### config.mk
export PLATFORM = sky130hd
export DESIGN_NAME = smp_bank
export DESIGN_NICKNAME = d
export VERILOG_FILES = /design/src/smp_pkg.sv /design/src/smp_bank.sv
export SDC_FILE = /design/constraint.sdc
export NUM_CORES = 1
export LEC_CHECK = 0
export BUFFER_PORTS_ARGS = -buffer_cell sky130_fd_sc_hd__clkbuf_2
export CAP_MARGIN = 5
export CELL_PAD_IN_SITES_DETAIL_PLACEMENT = 0
export CELL_PAD_IN_SITES_GLOBAL_PLACEMENT = 1
export CORE_MARGIN = 1
export CORE_UTILIZATION = 45
export DETAILED_ROUTE_END_ITERATION = 16
export PLACE_DENSITY_LB_ADDON = 0.15
export SETUP_SLACK_MARGIN = 0.4
export SLEW_MARGIN = 5
export SYNTH_ARGS = -nofsm -noshare
export SYNTH_HDL_FRONTEND = slang
export SYNTH_SLANG_ARGS = --single-unit
export TNS_END_PERCENT = 10
### constraint.sdc
create_clock -name clk -period 14.8 [get_ports clk]
set_input_delay 0.74 -clock clk [delete_from_list [all_inputs] [get_ports clk]]
set_output_delay 0.74 -clock clk [all_outputs]
set_load 0.02 [all_outputs]
### src/smp_pkg.sv
/*
  package for the second-motor parameter bank: word addresses, reset values,
  legal limits and code values.
  assumes a word-addressed serial register master and 16-bit data.
*/
package smp_pkg;

  // word addresses of the bank
  localparam logic [15:0] SMP_A_FSRC    = 16'h2201;
  localparam logic [15:0] SMP_A_RSRC    = 16'h2202;
  localparam logic [15:0] SMP_A_BASE    = 16'h2203;
  localparam logic [15:0] SMP_A_MAXF    = 16'h2204;
  localparam logic [15:0] SMP_A_STEP_H  = 16'h2216;
  localparam logic [15:0] SMP_A_STEP_L  = 16'h2217;
  localparam logic [15:0] SMP_A_BMODE   = 16'h223B;
  localparam logic [15:0] SMP_A_BVOLT   = 16'h223C;
  localparam logic [15:0] SMP_A_BFREQ   = 16'h223D;
  localparam logic [15:0] SMP_A_VFC     = 16'h223E;
  localparam logic [15:0] SMP_A_VGAIN   = 16'h223F;
  localparam logic [15:0] SMP_A_ABVG    = 16'h2240;
  localparam logic [15:0] SMP_A_ABSG    = 16'h2241;
  localparam logic [15:0] SMP_A_ULIM_H  = 16'h224F;
  localparam logic [15:0] SMP_A_ULIM_L  = 16'h2250;
  localparam logic [15:0] SMP_A_LLIM_H  = 16'h2251;
  localparam logic [15:0] SMP_A_LLIM_L  = 16'h2252;
  localparam logic [15:0] SMP_A_VRMODE  = 16'h2269;
  localparam logic [15:0] SMP_A_VRSEL   = 16'h226A;
  localparam logic [15:0] SMP_A_ACC_H   = 16'h226F;
  localparam logic [15:0] SMP_A_ACC_L   = 16'h2270;

  // reset values (all inside their legal ranges for the low voltage class)
  localparam logic [15:0] SMP_RST_FSRC  = 16'h0002;
  localparam logic [15:0] SMP_RST_RSRC  = 16'h0002;
  localparam logic [15:0] SMP_RST_BASE  = 16'h0258;
  localparam logic [15:0] SMP_RST_MAXF  = 16'h0258;
  localparam logic [31:0] SMP_RST_STEP  = 32'h0000_0000;
  localparam logic [15:0] SMP_RST_BMODE = 16'h0000;
  localparam logic [15:0] SMP_RST_BVOLT = 16'h0064;
  localparam logic [15:0] SMP_RST_BFREQ = 16'h0005;
  localparam logic [15:0] SMP_RST_VFC   = 16'h0000;
  localparam logic [15:0] SMP_RST_VGAIN = 16'h0064;
  localparam logic [15:0] SMP_RST_ABVG  = 16'h0064;
  localparam logic [15:0] SMP_RST_ABSG  = 16'h0064;
  localparam logic [31:0] SMP_RST_ULIM  = 32'h0000_0000;
  localparam logic [31:0] SMP_RST_LLIM  = 32'h0000_0000;
  localparam logic [15:0] SMP_RST_VRMD  = 16'h0002;
  localparam logic [15:0] SMP_RST_VRSEL = 16'h0003;
  localparam logic [31:0] SMP_RST_ACC   = 32'h0000_03E8;

  // limits
  localparam logic [15:0] SMP_FREQ_MIN  = 16'h012C;    // 30.0 Hz in 0.1 Hz
  localparam logic [15:0] SMP_FREQ_MAX  = 16'h0FA0;    // 400.0 Hz in 0.1 Hz
  localparam logic [15:0] SMP_BV_MIN    = 16'h0014;
  localparam logic [15:0] SMP_BV_MAX    = 16'h00C8;
  localparam logic [15:0] SMP_BF_MAX    = 16'h0032;
  localparam logic [15:0] SMP_VG_MIN    = 16'h0014;
  localparam logic [15:0] SMP_VG_MAX    = 16'h0064;
  localparam logic [15:0] SMP_GAIN_MAX  = 16'h00FF;
  localparam logic [31:0] SMP_ACC_MIN   = 32'h0000_0001;
  localparam logic [31:0] SMP_ACC_MAX   = 32'h0005_7E40;  // 3600.00 s
  localparam logic [31:0] SMP_F_SCALE   = 32'h0000_000A;  // 0.1 Hz -> 0.01 Hz

  // code limits
  localparam logic [15:0] SMP_BMODE_MAX = 16'h0001;
  localparam logic [15:0] SMP_VFC_MAX   = 16'h0003;
  localparam logic [15:0] SMP_VRMD_MAX  = 16'h0002;
  localparam logic [15:0] SMP_VRLO_MAX  = 16'h0004;
  localparam logic [15:0] SMP_VRHI_MIN  = 16'h0005;
  localparam logic [15:0] SMP_VRHI_MAX  = 16'h000A;
  localparam logic [15:0] SMP_RSRC_MIN  = 16'h0001;
  localparam logic [15:0] SMP_RSRC_MAX  = 16'h0004;

  // frequency source codes
  localparam logic [15:0] SMP_FS_KEYPAD = 16'h0000;
  localparam logic [15:0] SMP_FS_TERM   = 16'h0001;
  localparam logic [15:0] SMP_FS_OPER   = 16'h0002;
  localparam logic [15:0] SMP_FS_BUS    = 16'h0003;
  localparam logic [15:0] SMP_FS_OPT    = 16'h0004;
  localparam logic [15:0] SMP_FS_PULSE  = 16'h0006;
  localparam logic [15:0] SMP_FS_PROG   = 16'h0007;
  localparam logic [15:0] SMP_FS_CALC   = 16'h000A;

  // whole state of the bank
  typedef struct packed {
    logic [15:0] fsrc;
    logic [15:0] rsrc;
    logic [15:0] base;
    logic [15:0] maxf;
    logic [31:0] step;
    logic [15:0] bmode;
    logic [15:0] bvolt;
    logic [15:0] bfreq;
    logic [15:0] vfc;
    logic [15:0] vgain;
    logic [15:0] abvg;
    logic [15:0] absg;
    logic [31:0] ulim;
    logic [31:0] llim;
    logic [15:0] vrmode;
    logic [15:0] vrsel;
    logic [31:0] acc;
    logic [15:0] step_hi;      // staged upper words
    logic [15:0] ulim_hi;
    logic [15:0] llim_hi;
    logic [15:0] acc_hi;
    logic        ack;
    logic [15:0] rdata;
    logic        addr_err;
    logic        val_err;
  } smp_state_t;

endpackage

### src/smp_bank.sv
/*
  second-motor parameter bank: sixteen-bit word registers with range checks
  and staged two-word commits for the 32-bit settings.
  assumes one word request at a time from a serial register master,
  synchronous to clk; start frequency and voltage class come from outside.
*/
// Contract
// frequency source takes 0,1,2,3,4,6,7,10
// run source takes codes 1 to 4
// base 300..max, max 300..4000
// step speed zero: 32-bit, 0 or start..max
// boost mode takes manual or automatic
// boost voltage takes 20 to 200
// boost frequency takes 0 to 50
// curve select takes codes 0 to 3
// output voltage gain takes 20 to 100
// both boost gains take 0 to 255
// upper limit: 0 or lower..max
// lower limit: 0 or start..max
// regulation mode takes codes 0 to 2
// voltage code 0-4 low, 5-10 high class
// acceleration time two: 1 to 360000
// reserved addresses error, writes ignored
// out-of-range writes rejected, value kept
`timescale 1ns/100ps
module smp_bank (
  // clock and reset
  input  wire logic        clk,
  input  wire logic        rst,
  // word register port
  input  wire logic        req,
  input  wire logic        we,
  input  wire logic [15:0] addr,
  input  wire logic [15:0] wdata,
  output logic             ack,
  output logic      [15:0] rdata,
  output logic             addr_err,
  output logic             val_err,
  // context from the rest of the drive
  input  wire logic [15:0] start_freq,
  input  wire logic        high_volt_class,
  // settings towards motor control
  output logic      [15:0] freq_source_select_m2,
  output logic      [15:0] run_source_select_m2,
  output logic      [15:0] base_frequency_m2,
  output logic      [15:0] max_frequency_m2,
  output logic      [31:0] step_speed0_m2,
  output logic      [15:0] boost_mode_m2,
  output logic      [15:0] boost_voltage_m2,
  output logic      [15:0] manual_boost_freq_m2,
  output logic      [15:0] volt_freq_curve_m2,
  output logic      [15:0] output_voltage_gain_m2,
  output logic      [15:0] auto_boost_volt_gain_m2,
  output logic      [15:0] auto_boost_slip_gain_m2,
  output logic      [31:0] freq_upper_limit_m2,
  output logic      [31:0] freq_lower_limit_m2,
  output logic      [15:0] voltage_regulator_mode_m2,
  output logic      [15:0] regulated_voltage_select_m2,
  output logic      [31:0] accel_time2_m2
);
  import smp_pkg::*;

  smp_state_t st_r;     // registered state
  smp_state_t st_nxt;   // next state

  // closed range test used by the 16-bit fields with a nonzero lower bound
  function automatic logic in16(input logic [15:0] v, input logic [15:0] lo,
                                input logic [15:0] hi);
    in16 = (v >= lo) && (v <= hi);
  endfunction

  // zero, or inside lo..hi; used by the 0.01 Hz settings
  function automatic logic zero_or(input logic [31:0] v, input logic [31:0] lo,
                                   input logic [31:0] hi);
    zero_or = (v == 32'h0000_0000) || ((v >= lo) && (v <= hi));
  endfunction

  // address is one of the mapped words
  function automatic logic mapped(input logic [15:0] a);
    case (a)
      SMP_A_FSRC, SMP_A_RSRC, SMP_A_BASE, SMP_A_MAXF, SMP_A_STEP_H,
      SMP_A_STEP_L, SMP_A_BMODE, SMP_A_BVOLT, SMP_A_BFREQ, SMP_A_VFC,
      SMP_A_VGAIN, SMP_A_ABVG, SMP_A_ABSG, SMP_A_ULIM_H, SMP_A_ULIM_L,
      SMP_A_LLIM_H, SMP_A_LLIM_L, SMP_A_VRMODE, SMP_A_VRSEL, SMP_A_ACC_H,
      SMP_A_ACC_L: mapped = 1'b1;
      default:     mapped = 1'b0;
    endcase
  endfunction

  logic [31:0] maxf_fine;  // maximum frequency in 0.01 Hz
  logic [31:0] wide_wr;    // staged upper word joined with the low word
  logic [15:0] hi_sel;     // staged upper word of the addressed pair
  logic        ok;         // write value passes its check
  logic        vr_ok;      // voltage code fits the class

  assign maxf_fine = 32'({16'h0000, st_r.maxf} * SMP_F_SCALE);

  // pick the staged upper word matching a low-word address
  always_comb begin
    case (addr)
      SMP_A_STEP_L: hi_sel = st_r.step_hi;
      SMP_A_ULIM_L: hi_sel = st_r.ulim_hi;
      SMP_A_LLIM_L: hi_sel = st_r.llim_hi;
      default:      hi_sel = st_r.acc_hi;
    endcase
  end
  assign wide_wr = {hi_sel, wdata};

  // voltage code must belong to the fitted class
  assign vr_ok = high_volt_class ? in16(wdata, SMP_VRHI_MIN, SMP_VRHI_MAX)
                                 : (wdata <= SMP_VRLO_MAX);

  // value check per address; upper words only stage, so always pass
  always_comb begin
    case (addr)
      SMP_A_FSRC: begin
        ok = (wdata == SMP_FS_KEYPAD) || (wdata == SMP_FS_TERM) ||
             (wdata == SMP_FS_OPER) || (wdata == SMP_FS_BUS) ||
             (wdata == SMP_FS_OPT) || (wdata == SMP_FS_PULSE) ||
             (wdata == SMP_FS_PROG) || (wdata == SMP_FS_CALC);
      end
      SMP_A_RSRC:   ok = in16(wdata, SMP_RSRC_MIN, SMP_RSRC_MAX);
      SMP_A_BASE:   ok = in16(wdata, SMP_FREQ_MIN, st_r.maxf);
      SMP_A_MAXF:   ok = in16(wdata, SMP_FREQ_MIN, SMP_FREQ_MAX);
      SMP_A_STEP_L: begin
        ok = zero_or(wide_wr, {16'h0000, start_freq}, maxf_fine);
      end
      SMP_A_BMODE:  ok = (wdata <= SMP_BMODE_MAX);
      SMP_A_BVOLT:  ok = in16(wdata, SMP_BV_MIN, SMP_BV_MAX);
      SMP_A_BFREQ:  ok = (wdata <= SMP_BF_MAX);
      SMP_A_VFC:    ok = (wdata <= SMP_VFC_MAX);
      SMP_A_VGAIN:  ok = in16(wdata, SMP_VG_MIN, SMP_VG_MAX);
      SMP_A_ABVG,
      SMP_A_ABSG:   ok = (wdata <= SMP_GAIN_MAX);
      SMP_A_ULIM_L: ok = zero_or(wide_wr, st_r.llim, maxf_fine);
      SMP_A_LLIM_L: begin
        ok = zero_or(wide_wr, {16'h0000, start_freq}, maxf_fine);
      end
      SMP_A_VRMODE: ok = (wdata <= SMP_VRMD_MAX);
      SMP_A_VRSEL:  ok = vr_ok;
      SMP_A_ACC_L: begin
        ok = (wide_wr >= SMP_ACC_MIN) && (wide_wr <= SMP_ACC_MAX);
      end
      default:      ok = 1'b1;
    endcase
  end

  // next state: answer every request one cycle later
  always_comb begin
    st_nxt          = st_r;
    st_nxt.ack      = req;
    st_nxt.addr_err = req && !mapped(addr);
    st_nxt.val_err  = 1'b0;
    st_nxt.rdata    = 16'h0000;
    if (req && mapped(addr) && we) begin
      // rejected writes keep the stored value
      st_nxt.val_err = !ok;
      if (ok) begin
        case (addr)
          SMP_A_FSRC:   st_nxt.fsrc    = wdata;
          SMP_A_RSRC:   st_nxt.rsrc    = wdata;
          SMP_A_BASE:   st_nxt.base    = wdata;
          SMP_A_MAXF:   st_nxt.maxf    = wdata;
          SMP_A_STEP_H: st_nxt.step_hi = wdata;
          SMP_A_STEP_L: st_nxt.step    = wide_wr;
          SMP_A_BMODE:  st_nxt.bmode   = wdata;
          SMP_A_BVOLT:  st_nxt.bvolt   = wdata;
          SMP_A_BFREQ:  st_nxt.bfreq   = wdata;
          SMP_A_VFC:    st_nxt.vfc     = wdata;
          SMP_A_VGAIN:  st_nxt.vgain   = wdata;
          SMP_A_ABVG:   st_nxt.abvg    = wdata;
          SMP_A_ABSG:   st_nxt.absg    = wdata;
          SMP_A_ULIM_H: st_nxt.ulim_hi = wdata;
          SMP_A_ULIM_L: st_nxt.ulim    = wide_wr;
          SMP_A_LLIM_H: st_nxt.llim_hi = wdata;
          SMP_A_LLIM_L: st_nxt.llim    = wide_wr;
          SMP_A_VRMODE: st_nxt.vrmode  = wdata;
          SMP_A_VRSEL:  st_nxt.vrsel   = wdata;
          SMP_A_ACC_H:  st_nxt.acc_hi  = wdata;
          SMP_A_ACC_L:  st_nxt.acc     = wide_wr;
          default:      st_nxt.fsrc    = st_r.fsrc;
        endcase
      end
    end else if (req && mapped(addr)) begin
      // reads return committed values, never the staged words
      case (addr)
        SMP_A_FSRC:   st_nxt.rdata = st_r.fsrc;
        SMP_A_RSRC:   st_nxt.rdata = st_r.rsrc;
        SMP_A_BASE:   st_nxt.rdata = st_r.base;
        SMP_A_MAXF:   st_nxt.rdata = st_r.maxf;
        SMP_A_STEP_H: st_nxt.rdata = st_r.step[31:16];
        SMP_A_STEP_L: st_nxt.rdata = st_r.step[15:0];
        SMP_A_BMODE:  st_nxt.rdata = st_r.bmode;
        SMP_A_BVOLT:  st_nxt.rdata = st_r.bvolt;
        SMP_A_BFREQ:  st_nxt.rdata = st_r.bfreq;
        SMP_A_VFC:    st_nxt.rdata = st_r.vfc;
        SMP_A_VGAIN:  st_nxt.rdata = st_r.vgain;
        SMP_A_ABVG:   st_nxt.rdata = st_r.abvg;
        SMP_A_ABSG:   st_nxt.rdata = st_r.absg;
        SMP_A_ULIM_H: st_nxt.rdata = st_r.ulim[31:16];
        SMP_A_ULIM_L: st_nxt.rdata = st_r.ulim[15:0];
        SMP_A_LLIM_H: st_nxt.rdata = st_r.llim[31:16];
        SMP_A_LLIM_L: st_nxt.rdata = st_r.llim[15:0];
        SMP_A_VRMODE: st_nxt.rdata = st_r.vrmode;
        SMP_A_VRSEL:  st_nxt.rdata = st_r.vrsel;
        SMP_A_ACC_H:  st_nxt.rdata = st_r.acc[31:16];
        SMP_A_ACC_L:  st_nxt.rdata = st_r.acc[15:0];
        default:      st_nxt.rdata = 16'h0000;
      endcase
    end
  end

  // state register; reset loads defaults legal for the low voltage class only
  always_ff @(posedge clk or posedge rst) begin
    if (rst) begin
      st_r          <= '0;
      st_r.fsrc     <= SMP_RST_FSRC;
      st_r.rsrc     <= SMP_RST_RSRC;
      st_r.base     <= SMP_RST_BASE;
      st_r.maxf     <= SMP_RST_MAXF;
      st_r.step     <= SMP_RST_STEP;
      st_r.bmode    <= SMP_RST_BMODE;
      st_r.bvolt    <= SMP_RST_BVOLT;
      st_r.bfreq    <= SMP_RST_BFREQ;
      st_r.vfc      <= SMP_RST_VFC;
      st_r.vgain    <= SMP_RST_VGAIN;
      st_r.abvg     <= SMP_RST_ABVG;
      st_r.absg     <= SMP_RST_ABSG;
      st_r.ulim     <= SMP_RST_ULIM;
      st_r.llim     <= SMP_RST_LLIM;
      st_r.vrmode   <= SMP_RST_VRMD;
      st_r.vrsel    <= SMP_RST_VRSEL;
      st_r.acc      <= SMP_RST_ACC;
    end else begin
      st_r <= st_nxt;
    end
  end

  // outputs straight from the state register
  assign ack                         = st_r.ack;
  assign rdata                       = st_r.rdata;
  assign addr_err                    = st_r.addr_err;
  assign val_err                     = st_r.val_err;
  assign freq_source_select_m2       = st_r.fsrc;
  assign run_source_select_m2        = st_r.rsrc;
  assign base_frequency_m2           = st_r.base;
  assign max_frequency_m2            = st_r.maxf;
  assign step_speed0_m2              = st_r.step;
  assign boost_mode_m2               = st_r.bmode;
  assign boost_voltage_m2            = st_r.bvolt;
  assign manual_boost_freq_m2        = st_r.bfreq;
  assign volt_freq_curve_m2          = st_r.vfc;
  assign output_voltage_gain_m2      = st_r.vgain;
  assign auto_boost_volt_gain_m2     = st_r.abvg;
  assign auto_boost_slip_gain_m2     = st_r.absg;
  assign freq_upper_limit_m2         = st_r.ulim;
  assign freq_lower_limit_m2         = st_r.llim;
  assign voltage_regulator_mode_m2   = st_r.vrmode;
  assign regulated_voltage_select_m2 = st_r.vrsel;
  assign accel_time2_m2              = st_r.acc;

endmodule

==> metrics.md, run 1 <==
| Metric | Value |
|---|---|
| DR iter-0 viols | 1,572 |
| Synth area leaders | dfrtp_1 (41%), buf_4 (11%), mux2_2 (7.5%), ha_1 (5.9%), and2_1 (4.3%) |
| Layout fillers | 4,779 |
| Worst Reg-to-Reg Cells | 26 |
| RR Startpoint | max_frequency_m2[3]$_DFFE_PP1P_ |
| Syn_area_per_cell | 10.8 µm² |
| H-tree Lvls | 2 |
| Synth async-reset ratio | 1.00 |
| Worst slack, placed | 8.12 ns |
| TritonCTS clock tree | done |
| Ys Warns | 0 |
| Setup repair after global routing missed its margin | false |
| Die X | between 200 and 250 µm |
| WL/cell | 30.0 µm |
| Register bit count reported by yosys | 419 |
| Pwr Density | 97.9 nW/µm² |
| P_sw | just under 0.6 mW |
| Startpoint types | flip-flop |
| Die area | 53,500 µm² |
| Cts hold-fix bufs | 0 |
| Nets | 2,401 |
| First-pass GRT wire length | 127,000 µm |
| CP startpoint | max_frequency_m2[3]$_DFFE_PP1P_ |
| Number of max-cap violations | 0 |
| All-Layer GR Usage | 0.331 |
| Slew margin rel. | 0.191 |
| Worst Hold Class | in2async |
| Post_cts resized | 0 |
| Worst Skew | between 0.03 and 0.04 ns |
| Drt drc | 0 |
| Tcrit/Tclk final | 0.459 |
| Critical path class | reg2reg |
| Worst vdd ir | a little over 0.09 mV |
| Detail Route Antenna Nets | 0 |
| Setup TNS | 0 ns |
| Via density | 5.99 |
| Min setup slack post-route | 8.01 ns |
| Sw Share | 0.233 |
| Leak Pwr | 13.3 nW |
| Syn_nets | between 2,000 and 2,500 |
| Fin crit period | 6.79 ns |
| Synthesized instance count | between 2,000 and 2,500 |
| Area of the core | 51,600 µm² |
| CP Max Fanout | 26 |
| Layout cells sized above 1 | 0.343 |
| Reg2Reg Capture Point | freq_upper_limit_m2[15]$_DFFE_PP0P_ |
| # rows | 83 |
| CP Capture Type | flip-flop |
| Seq pwr share | 0.459 |
| Required time of the critical path | 15.28 ns |
| Vias in the first global route | 17,200 |
| Post-route insts no fill | 2,957 |
| Initial Util | 0.459 |
| Sequential share of the synthesized area | 0.445 |
| Comb pwr share | 0.042 |
| Clock root buffer | clkbuf_16 |
| Clock power frac | 0.499 |
| Internal power | 1.92 mW |
| Mapped cell area | 23,700 µm² |
| Ports | 408 |
| Worst Tran Pin Value | 1.20 ns |
| Top FF cell, synth | dfrtp_1 |
| CP arrival | 7.27 ns |
| Initial antenna violation count | 2 |
| First-pass DRT Iterations | 8 |
| P&R area growth vs syn | 7.85% |
| Clock latency on the worst-skew pair | a little over 0.6 ns |
| Die Y | 231 µm |
| Placed cell count | 2,867 |
| Clk sink count | 419 |
| Number of port buffers | 407 |
| Post-CTS Repair Setup Buffers | 0 |
| Routability-driven placement congestion ratio | 0.915 |
| Crit path to | freq_upper_limit_m2[15]$_DFFE_PP0P_ |
| Detailed Route WL | about 90,000 µm |
| Hold Vio Cnt, Final | 0 |
| Grt total ovfl | 0 |
| Vias | roughly 18,000 |
| Register-to-register setup slack | 8.01 ns |
| Area leader, netlist | dfrtp_1 |
| Status | finished, final reports clean |
| Slew Viols, Final | 0 |
| Largest net degree at the start of global routing | 174 |
| Endpoints failing setup | 0 |
| F_max | ~150 MHz |
| Synth top area share | 0.408 |
| Unique masters post-synth | 79 |
| EDFF count, synth | 0 |
| HPWL after detailed placement | 63,400 µm |
| CTS Buf Count | 47 |
| Clk pin slew, worst setup/hold paths | 0.06 ns |
| Max Buffers Root-to-Sink | 3 |
[sequential cells by signal (all words and copies together), names as in the netlist, 16 cells and up]
signal,flops
output_voltage_gain_m2,16
regulated_voltage_select_m2,16
voltage_regulator_mode_m2,16
manual_boost_freq_m2,16
base_frequency_m2,16
run_source_select_m2,16
auto_boost_volt_gain_m2,16
freq_upper_limit_m2,32
boost_mode_m2,16
volt_freq_curve_m2,16
auto_boost_slip_gain_m2,16
st_r,64
step_speed0_m2,32
accel_time2_m2,32
freq_source_select_m2,16
max_frequency_m2,16
freq_lower_limit_m2,32
boost_voltage_m2,16
rdata,16
[power by group through the flow]
| stage | clock [mW] | combinational, mW | sequential (mW) |
|---|---|---|---|
| final | 1.25 | 0.105 | 1.15 |
| after global routing | 1.31 | 0.115 | 1.15 |
| after CTS | 1.26 | 0.105 | 1.15 |
| after detailed placement | 0 | 0.105 | 1.17 |
| after global placement | 0 | 0.104 | 1.17 |
| after floorplan | 0 | 0.0568 | 1.17 |
[synthesized netlist by cell type, types with 6 or more instances]
library cell,count
nand2b_1,13
nor2_1,56
a21o_1,11
clkbuf_1,69
o21ai_0,50
buf_4,355
nor4_1,21
nand2_1,84
nand2_2,6
a222oi_1,18
a21oi_1,64
o211ai_1,10
and2_1,163
nand2_4,6
inv_1,89
or2_2,6
a211oi_1,7
mux2_4,10
dfrtp_1,386
mux2_1,47
nand3_1,61
dfstp_2,33
buf_2,19
a22oi_1,73
a31oi_1,23
buf_6,8
ha_1,111
xnor2_1,6
nor2b_1,11
mux2i_1,27
nand4_1,16
nor3_1,15
a221oi_1,38
a22o_1,22
mux2_2,157
[worst max-delay path, cell delays in order, from the launching register on]
cell	delay, ns
dfstp_2	0.65
ha_1	0.27
ha_1	0.22
inv_1	0.07
fa_1	0.20
nor2b_1	0.05
o21ai_0	0.23
a21oi_1	0.12
o21ai_0	0.24
a21oi_1	0.12
o21ai_0	0.17
nand2b_1	0.12
a21oi_1	0.24
a21oi_1	0.12
xnor2_1	0.14
ha_1	0.31
nand4_1	0.12
nor4_1	0.39
o221ai_1	0.20
o211a_1	0.15
a21oi_1	0.32
nor2_1	0.08
o211ai_1	0.14
a21oi_2	0.15
o211ai_1	0.92
buf_4	0.51
mux2_2	0.38
[final cells by class]
cell class              count  area, µm²  area share
clock inverters            16        229     0.00897
repair buffers            453       2390      0.0938
flip-flops and latches    419      10500       0.412
multi-input cells        1226       9780       0.383
well taps                 680        851      0.0333
clock buffers              71       1410      0.0551
diodes                      3       7.51    0.000294
inverters                  89        342      0.0134
[layer usage]
metal,vias up,wire length (µm),part of all wire,GRT usage
met5,-,0,0,0
met4,0,3940,0.044,0.129
met3,185,6210,0.070,0.0592
met2,818,40200,0.45,0.512
met1,9181,38500,0.43,0.459
li1,7530,-,-,-
[layout by cell type (no fill, tap or decap), drive strengths merged, types with 23 or more instances in the layout]
cell	instances
dfrtp	386
nand3	61
and2	163
nor4	24
ha	111
dfstp	33
buf	46
a22oi	73
a221oi	39
o21ai	50
a31oi	23
nor2	56
clkbuf	478
mux2i	27
a21oi	65
nand2	96
mux2	214
inv	90
[cell families (layout without fill, tap and decap cells)]
| group | count (synthesis) | count (layout) | synth area share |
|---|---|---|---|
| flops | 419 | 419 | 0.445 |
| simple gates | 498 | 498 | 0.120 |
| xor+xnor | 11 | 11 | 0.00407 |
| mux | 241 | 241 | 0.115 |
| other cells | 0 | 3 | 0 |
| buf+inv | 542 | 629 | 0.146 |
| fa+ha+maj | 112 | 112 | 0.0595 |
| compound gates | 364 | 364 | 0.111 |
[stage by stage]
stage / cell area [µm²] / hold WS, ns / util / power [mW]
after floorplan: 23700 / 0.458 / - / 1.22
after global placement: 23900 / 0.471 / 0.463 / 1.27
after detailed placement: 23900 / 0.477 / 0.463 / 1.27
after CTS: 25500 / 0.314 / 0.495 / 2.51
after global routing: 25500 / 0.334 / 0.495 / 2.57
final: 25500 / 0.267 / 0.495 / 2.50
[worst min-delay path by stage]
stage,slack (ns),cells after the start,to,start
after floorplan,0.46,1,st_r[19]$_DFFE_PP0P_,st_r[19]$_DFFE_PP0P_
after global placement,0.47,1,st_r[20]$_DFFE_PP0P_,st_r[20]$_DFFE_PP0P_
after detailed placement,0.48,1,st_r[20]$_DFFE_PP0P_,st_r[20]$_DFFE_PP0P_
after CTS,0.31,2,voltage_regulator_mode_m2[10]$_DFFE_PP0P_,rst
after global routing,0.33,2,max_frequency_m2[11]$_DFFE_PP0P_,rst
final,0.27,2,max_frequency_m2[11]$_DFFE_PP0P_,rst
No activity file was read; power rests on OpenSTA's default activity.
==> inputs of run 2 (changes only) <==
==> constraint.sdc (replaced) <==
create_clock -name clk -period 6.7 [get_ports clk]
set_input_delay 0.335 -clock clk [delete_from_list [all_inputs] [get_ports clk]]
set_output_delay 0.335 -clock clk [all_outputs]
set_load 0.02 [all_outputs]
==> run 2 against run 1 <==
Net effect:
- critical path depth decreased by 2
- fmax up 15%
- die area is the same
- sequential share of layout area shrank 0.16 points
- core utilization rose by 0.19 points
- largest power group unchanged
- highest routed layer is now met5
==> metrics.md, run 2 (synthesis gave the netlist of run 1 again) <==
| Metric | Value |
|---|---|
| Post-route design area | 25,600 µm² |
| Crit path largest cell delay | between 0.5 and 0.6 ns |
| Slowest CP cell | dfstp_2 |
| CP Capture Type | flip-flop |
| Nets | 2,417 |
| HPWL after detailed placement | 64,200 µm |
| Post-CTS Repair Setup Buffers | 0 |
| Fin crit period | around 5.9 ns |
| H-tree Lvls | 2 |
| CP bufs+invs | 1 |
| Initial antenna violation count | 5 |
| Clock latency on the worst-skew pair | 0.59 ns |
| Clk pin slew, worst setup/hold paths | 0.06 ns |
| Worst Tran Pin Value | 1.27 ns |
| CP Max Fanout | 17 |
| Crit path max-delay family | compound AO/OA/AOI/OAI gates |
| Startpoint types | flip-flop |
| Largest register FFs | 64 |
| Via density | ~6.0 |
| Clk sink count | 419 |
| Hold endpoint | val_err$_DFF_PP0_ |
| WL/cell | 30.0 µm |
| TritonCTS clock tree | done |
| Die X | 231 µm |
| CTS Buf Count | 46 |
| Worst Reg-to-Reg Cells | 24 |
| Drt drc | 0 |
| Critical path class | reg2reg |
| Detail Route Antenna Nets | 0 |
| Commonest non-fill, non-tap cell in the layout | clkbuf_2 |
| First-pass GRT wire length | 126,000 µm |
| Setup TNS | 0 ns |
| Layout cells sized above 1 | 0.346 |
| Reg with most FFs | st_r |
| Cell area after placement | 24,000 µm² |
| Required time of the critical path | 7.16 ns |
| Worst Hold Class | in2reg |
| Max Buffers Root-to-Sink | 3 |
| Initial Util | 0.459 |
| Die Y | 231 µm |
| Number of port buffers | 407 |
| Endpoints failing setup | 0 |
| Layout fillers | 4,790 |
| Commonest cells after routing, fill and taps aside | clkbuf_2 (407), dfrtp_1 (386), and2_1 (163) |
| Worst Skew | 0.0402 ns |
| Die area | 53,500 µm² |
| Reg2Reg Capture Point | volt_freq_curve_m2[0]$_DFFE_PP0P_ |
| Area of the core | between 50,000 and 60,000 µm² |
| Worst hold path depth | 3 |
| RR Startpoint | max_frequency_m2[4]$_DFFE_PP1P_ |
| All-Layer GR Usage | 0.331 |
| Largest net degree at the start of global routing | 117 |
| Slew margin rel. | 0.151 |
| Hold Vio Cnt, Final | 0 |
| Slew Viols, Final | 0 |
| P&R area growth vs syn | 8.27% |
| Ordered cell list for the critical path | ha_1, ha_1, a21o_1, a21oi_1, o21ai_0, a21oi_1, o21ai_0, a21oi_2, o211ai_1, o221ai_1, nor2b_1, o21ai_0, ha_1, nand4_1, nor4_2, o221ai_1, o211a_1, a21oi_1, a211oi_1, a221oi_2, nor3_4, buf_4, nand2_2, mux2_1 |
| Hold_sp | we |
| Routability-driven placement congestion ratio | 0.940 |
| Grt total ovfl | 0 |
| Vias | between 15,000 and 20,000 |
| First-pass DRT Iterations | 8 |
| # rows | 83 |
| Worst vdd ir | around 0.16 mV |
| Register-to-register setup slack | 0.82 ns |
| Clock root buffer | clkbuf_16 |
| Pwr Density | 208 nW/µm² |
| Tcrit/Tclk final | 0.878 |
| Vias in the first global route | around 17,000 |
| DR iter-0 viols | between 1,500 and 2,000 |
| Number of max-cap violations | 0 |
| CP arrival | 6.34 ns |
| Ports | 408 |
| Status | finished, final reports clean |
| Setup repair after global routing missed its margin | false |
| F_max | 170 MHz |
| Leak Pwr | around 13 nW |
| Detailed Route WL | 89,100 µm |
==> run 2: cell types whose count changed in the layout (fill, tap and decap cells not counted), sizes merged, moves of 2 or more <==
cell	change
buf	+15
dlygate4sd3	+2
inv	-2
bufinv	-2
==> run 2: final cells by class <==
type	instances	area (µm²)	area share
antenna	2	5.00	0.000195
clock buffer	70	1370	0.0535
clock inverter	12	161	0.00630
inverter	89	338	0.0132
multi-input combinational	1226	9800	0.382
sequential	419	10500	0.411
tap	680	851	0.0332
timing repair buffer	470	2580	0.101
==> run 2: worst max-delay path by stage <==
stage          slack [ns]                                   end  depth (start not counted)                       startpoint
2_1_floorplan        0.74         accel_time2_m2[0]$_DFFE_PP0P_                          1                              rst
3_3_place_gp         0.86  freq_source_select_m2[2]$_DFFE_PP0P_                         24  max_frequency_m2[4]$_DFFE_PP1P_
3_5_place_dp         0.74  freq_source_select_m2[0]$_DFFE_PP0P_                         24  max_frequency_m2[4]$_DFFE_PP1P_
4_1_cts              0.71  freq_source_select_m2[2]$_DFFE_PP0P_                         24  max_frequency_m2[4]$_DFFE_PP1P_
5_1_grt              0.41       boost_voltage_m2[7]$_DFFE_PP0P_                         27  max_frequency_m2[3]$_DFFE_PP1P_
6_report             0.82     volt_freq_curve_m2[0]$_DFFE_PP0P_                         24  max_frequency_m2[4]$_DFFE_PP1P_
==> run 2: per-stage QoR <==
step,setup WS (ns),hold WS [ns],power [mW],cells,utilization
finish,0.817,0.155,5.34,2968,0.497
global route,0.410,0.156,5.51,2966,0.497
CTS,0.707,0.136,5.38,2966,0.496
detailed placement,0.739,0.478,2.81,2882,0.466
global placement,0.860,0.474,2.81,2882,0.466
floorplan,0.740,0.366,2.71,2187,-
==> run 2: layer usage <==
| layer | up-vias | global-route usage | share of wire |
|---|---|---|---|
| met5 | - | 0 | 0.00025 |
| met4 | 4 | 0.135 | 0.042 |
| met3 | 180 | 0.0616 | 0.083 |
| met2 | 884 | 0.517 | 0.46 |
| met1 | 9150 | 0.452 | 0.42 |
| li1 | 7572 | - | - |
==> run 2: worst register-to-register path: stages, from the launching register on <==
cell      delay (ns)
dfstp_2         0.59
ha_1            0.27
ha_1            0.30
a21o_1          0.18
a21oi_1         0.22
o21ai_0         0.12
a21oi_1         0.23
o21ai_0         0.13
a21oi_2         0.22
o211ai_1        0.16
o221ai_1        0.27
nor2b_1         0.07
o21ai_0         0.22
ha_1            0.19
nand4_1         0.16
nor4_2          0.34
o221ai_1        0.18
o211a_1         0.14
a21oi_1         0.22
a211oi_1        0.11
a221oi_2        0.32
nor3_4          0.05
buf_4           0.26
nand2_2         0.42
mux2_1          0.38
==> run 2: power breakdown <==
group / internal (mW) / total [mW] / leakage [nW] / switching, mW
sequential: 2.53 / 2.53 / 5.60 / 0.000201
combinational: 0.0558 / 0.231 / 7.02 / 0.175
clock: 1.53 / 2.58 / 0.756 / 1.05
==> run 2: what timing repair did <==
item,4_1_cts,5_1_grt
hold buffers,2,0
setup endpoints to repair,0,82
hold endpoints to repair,25,0
gates resized for setup,0,5
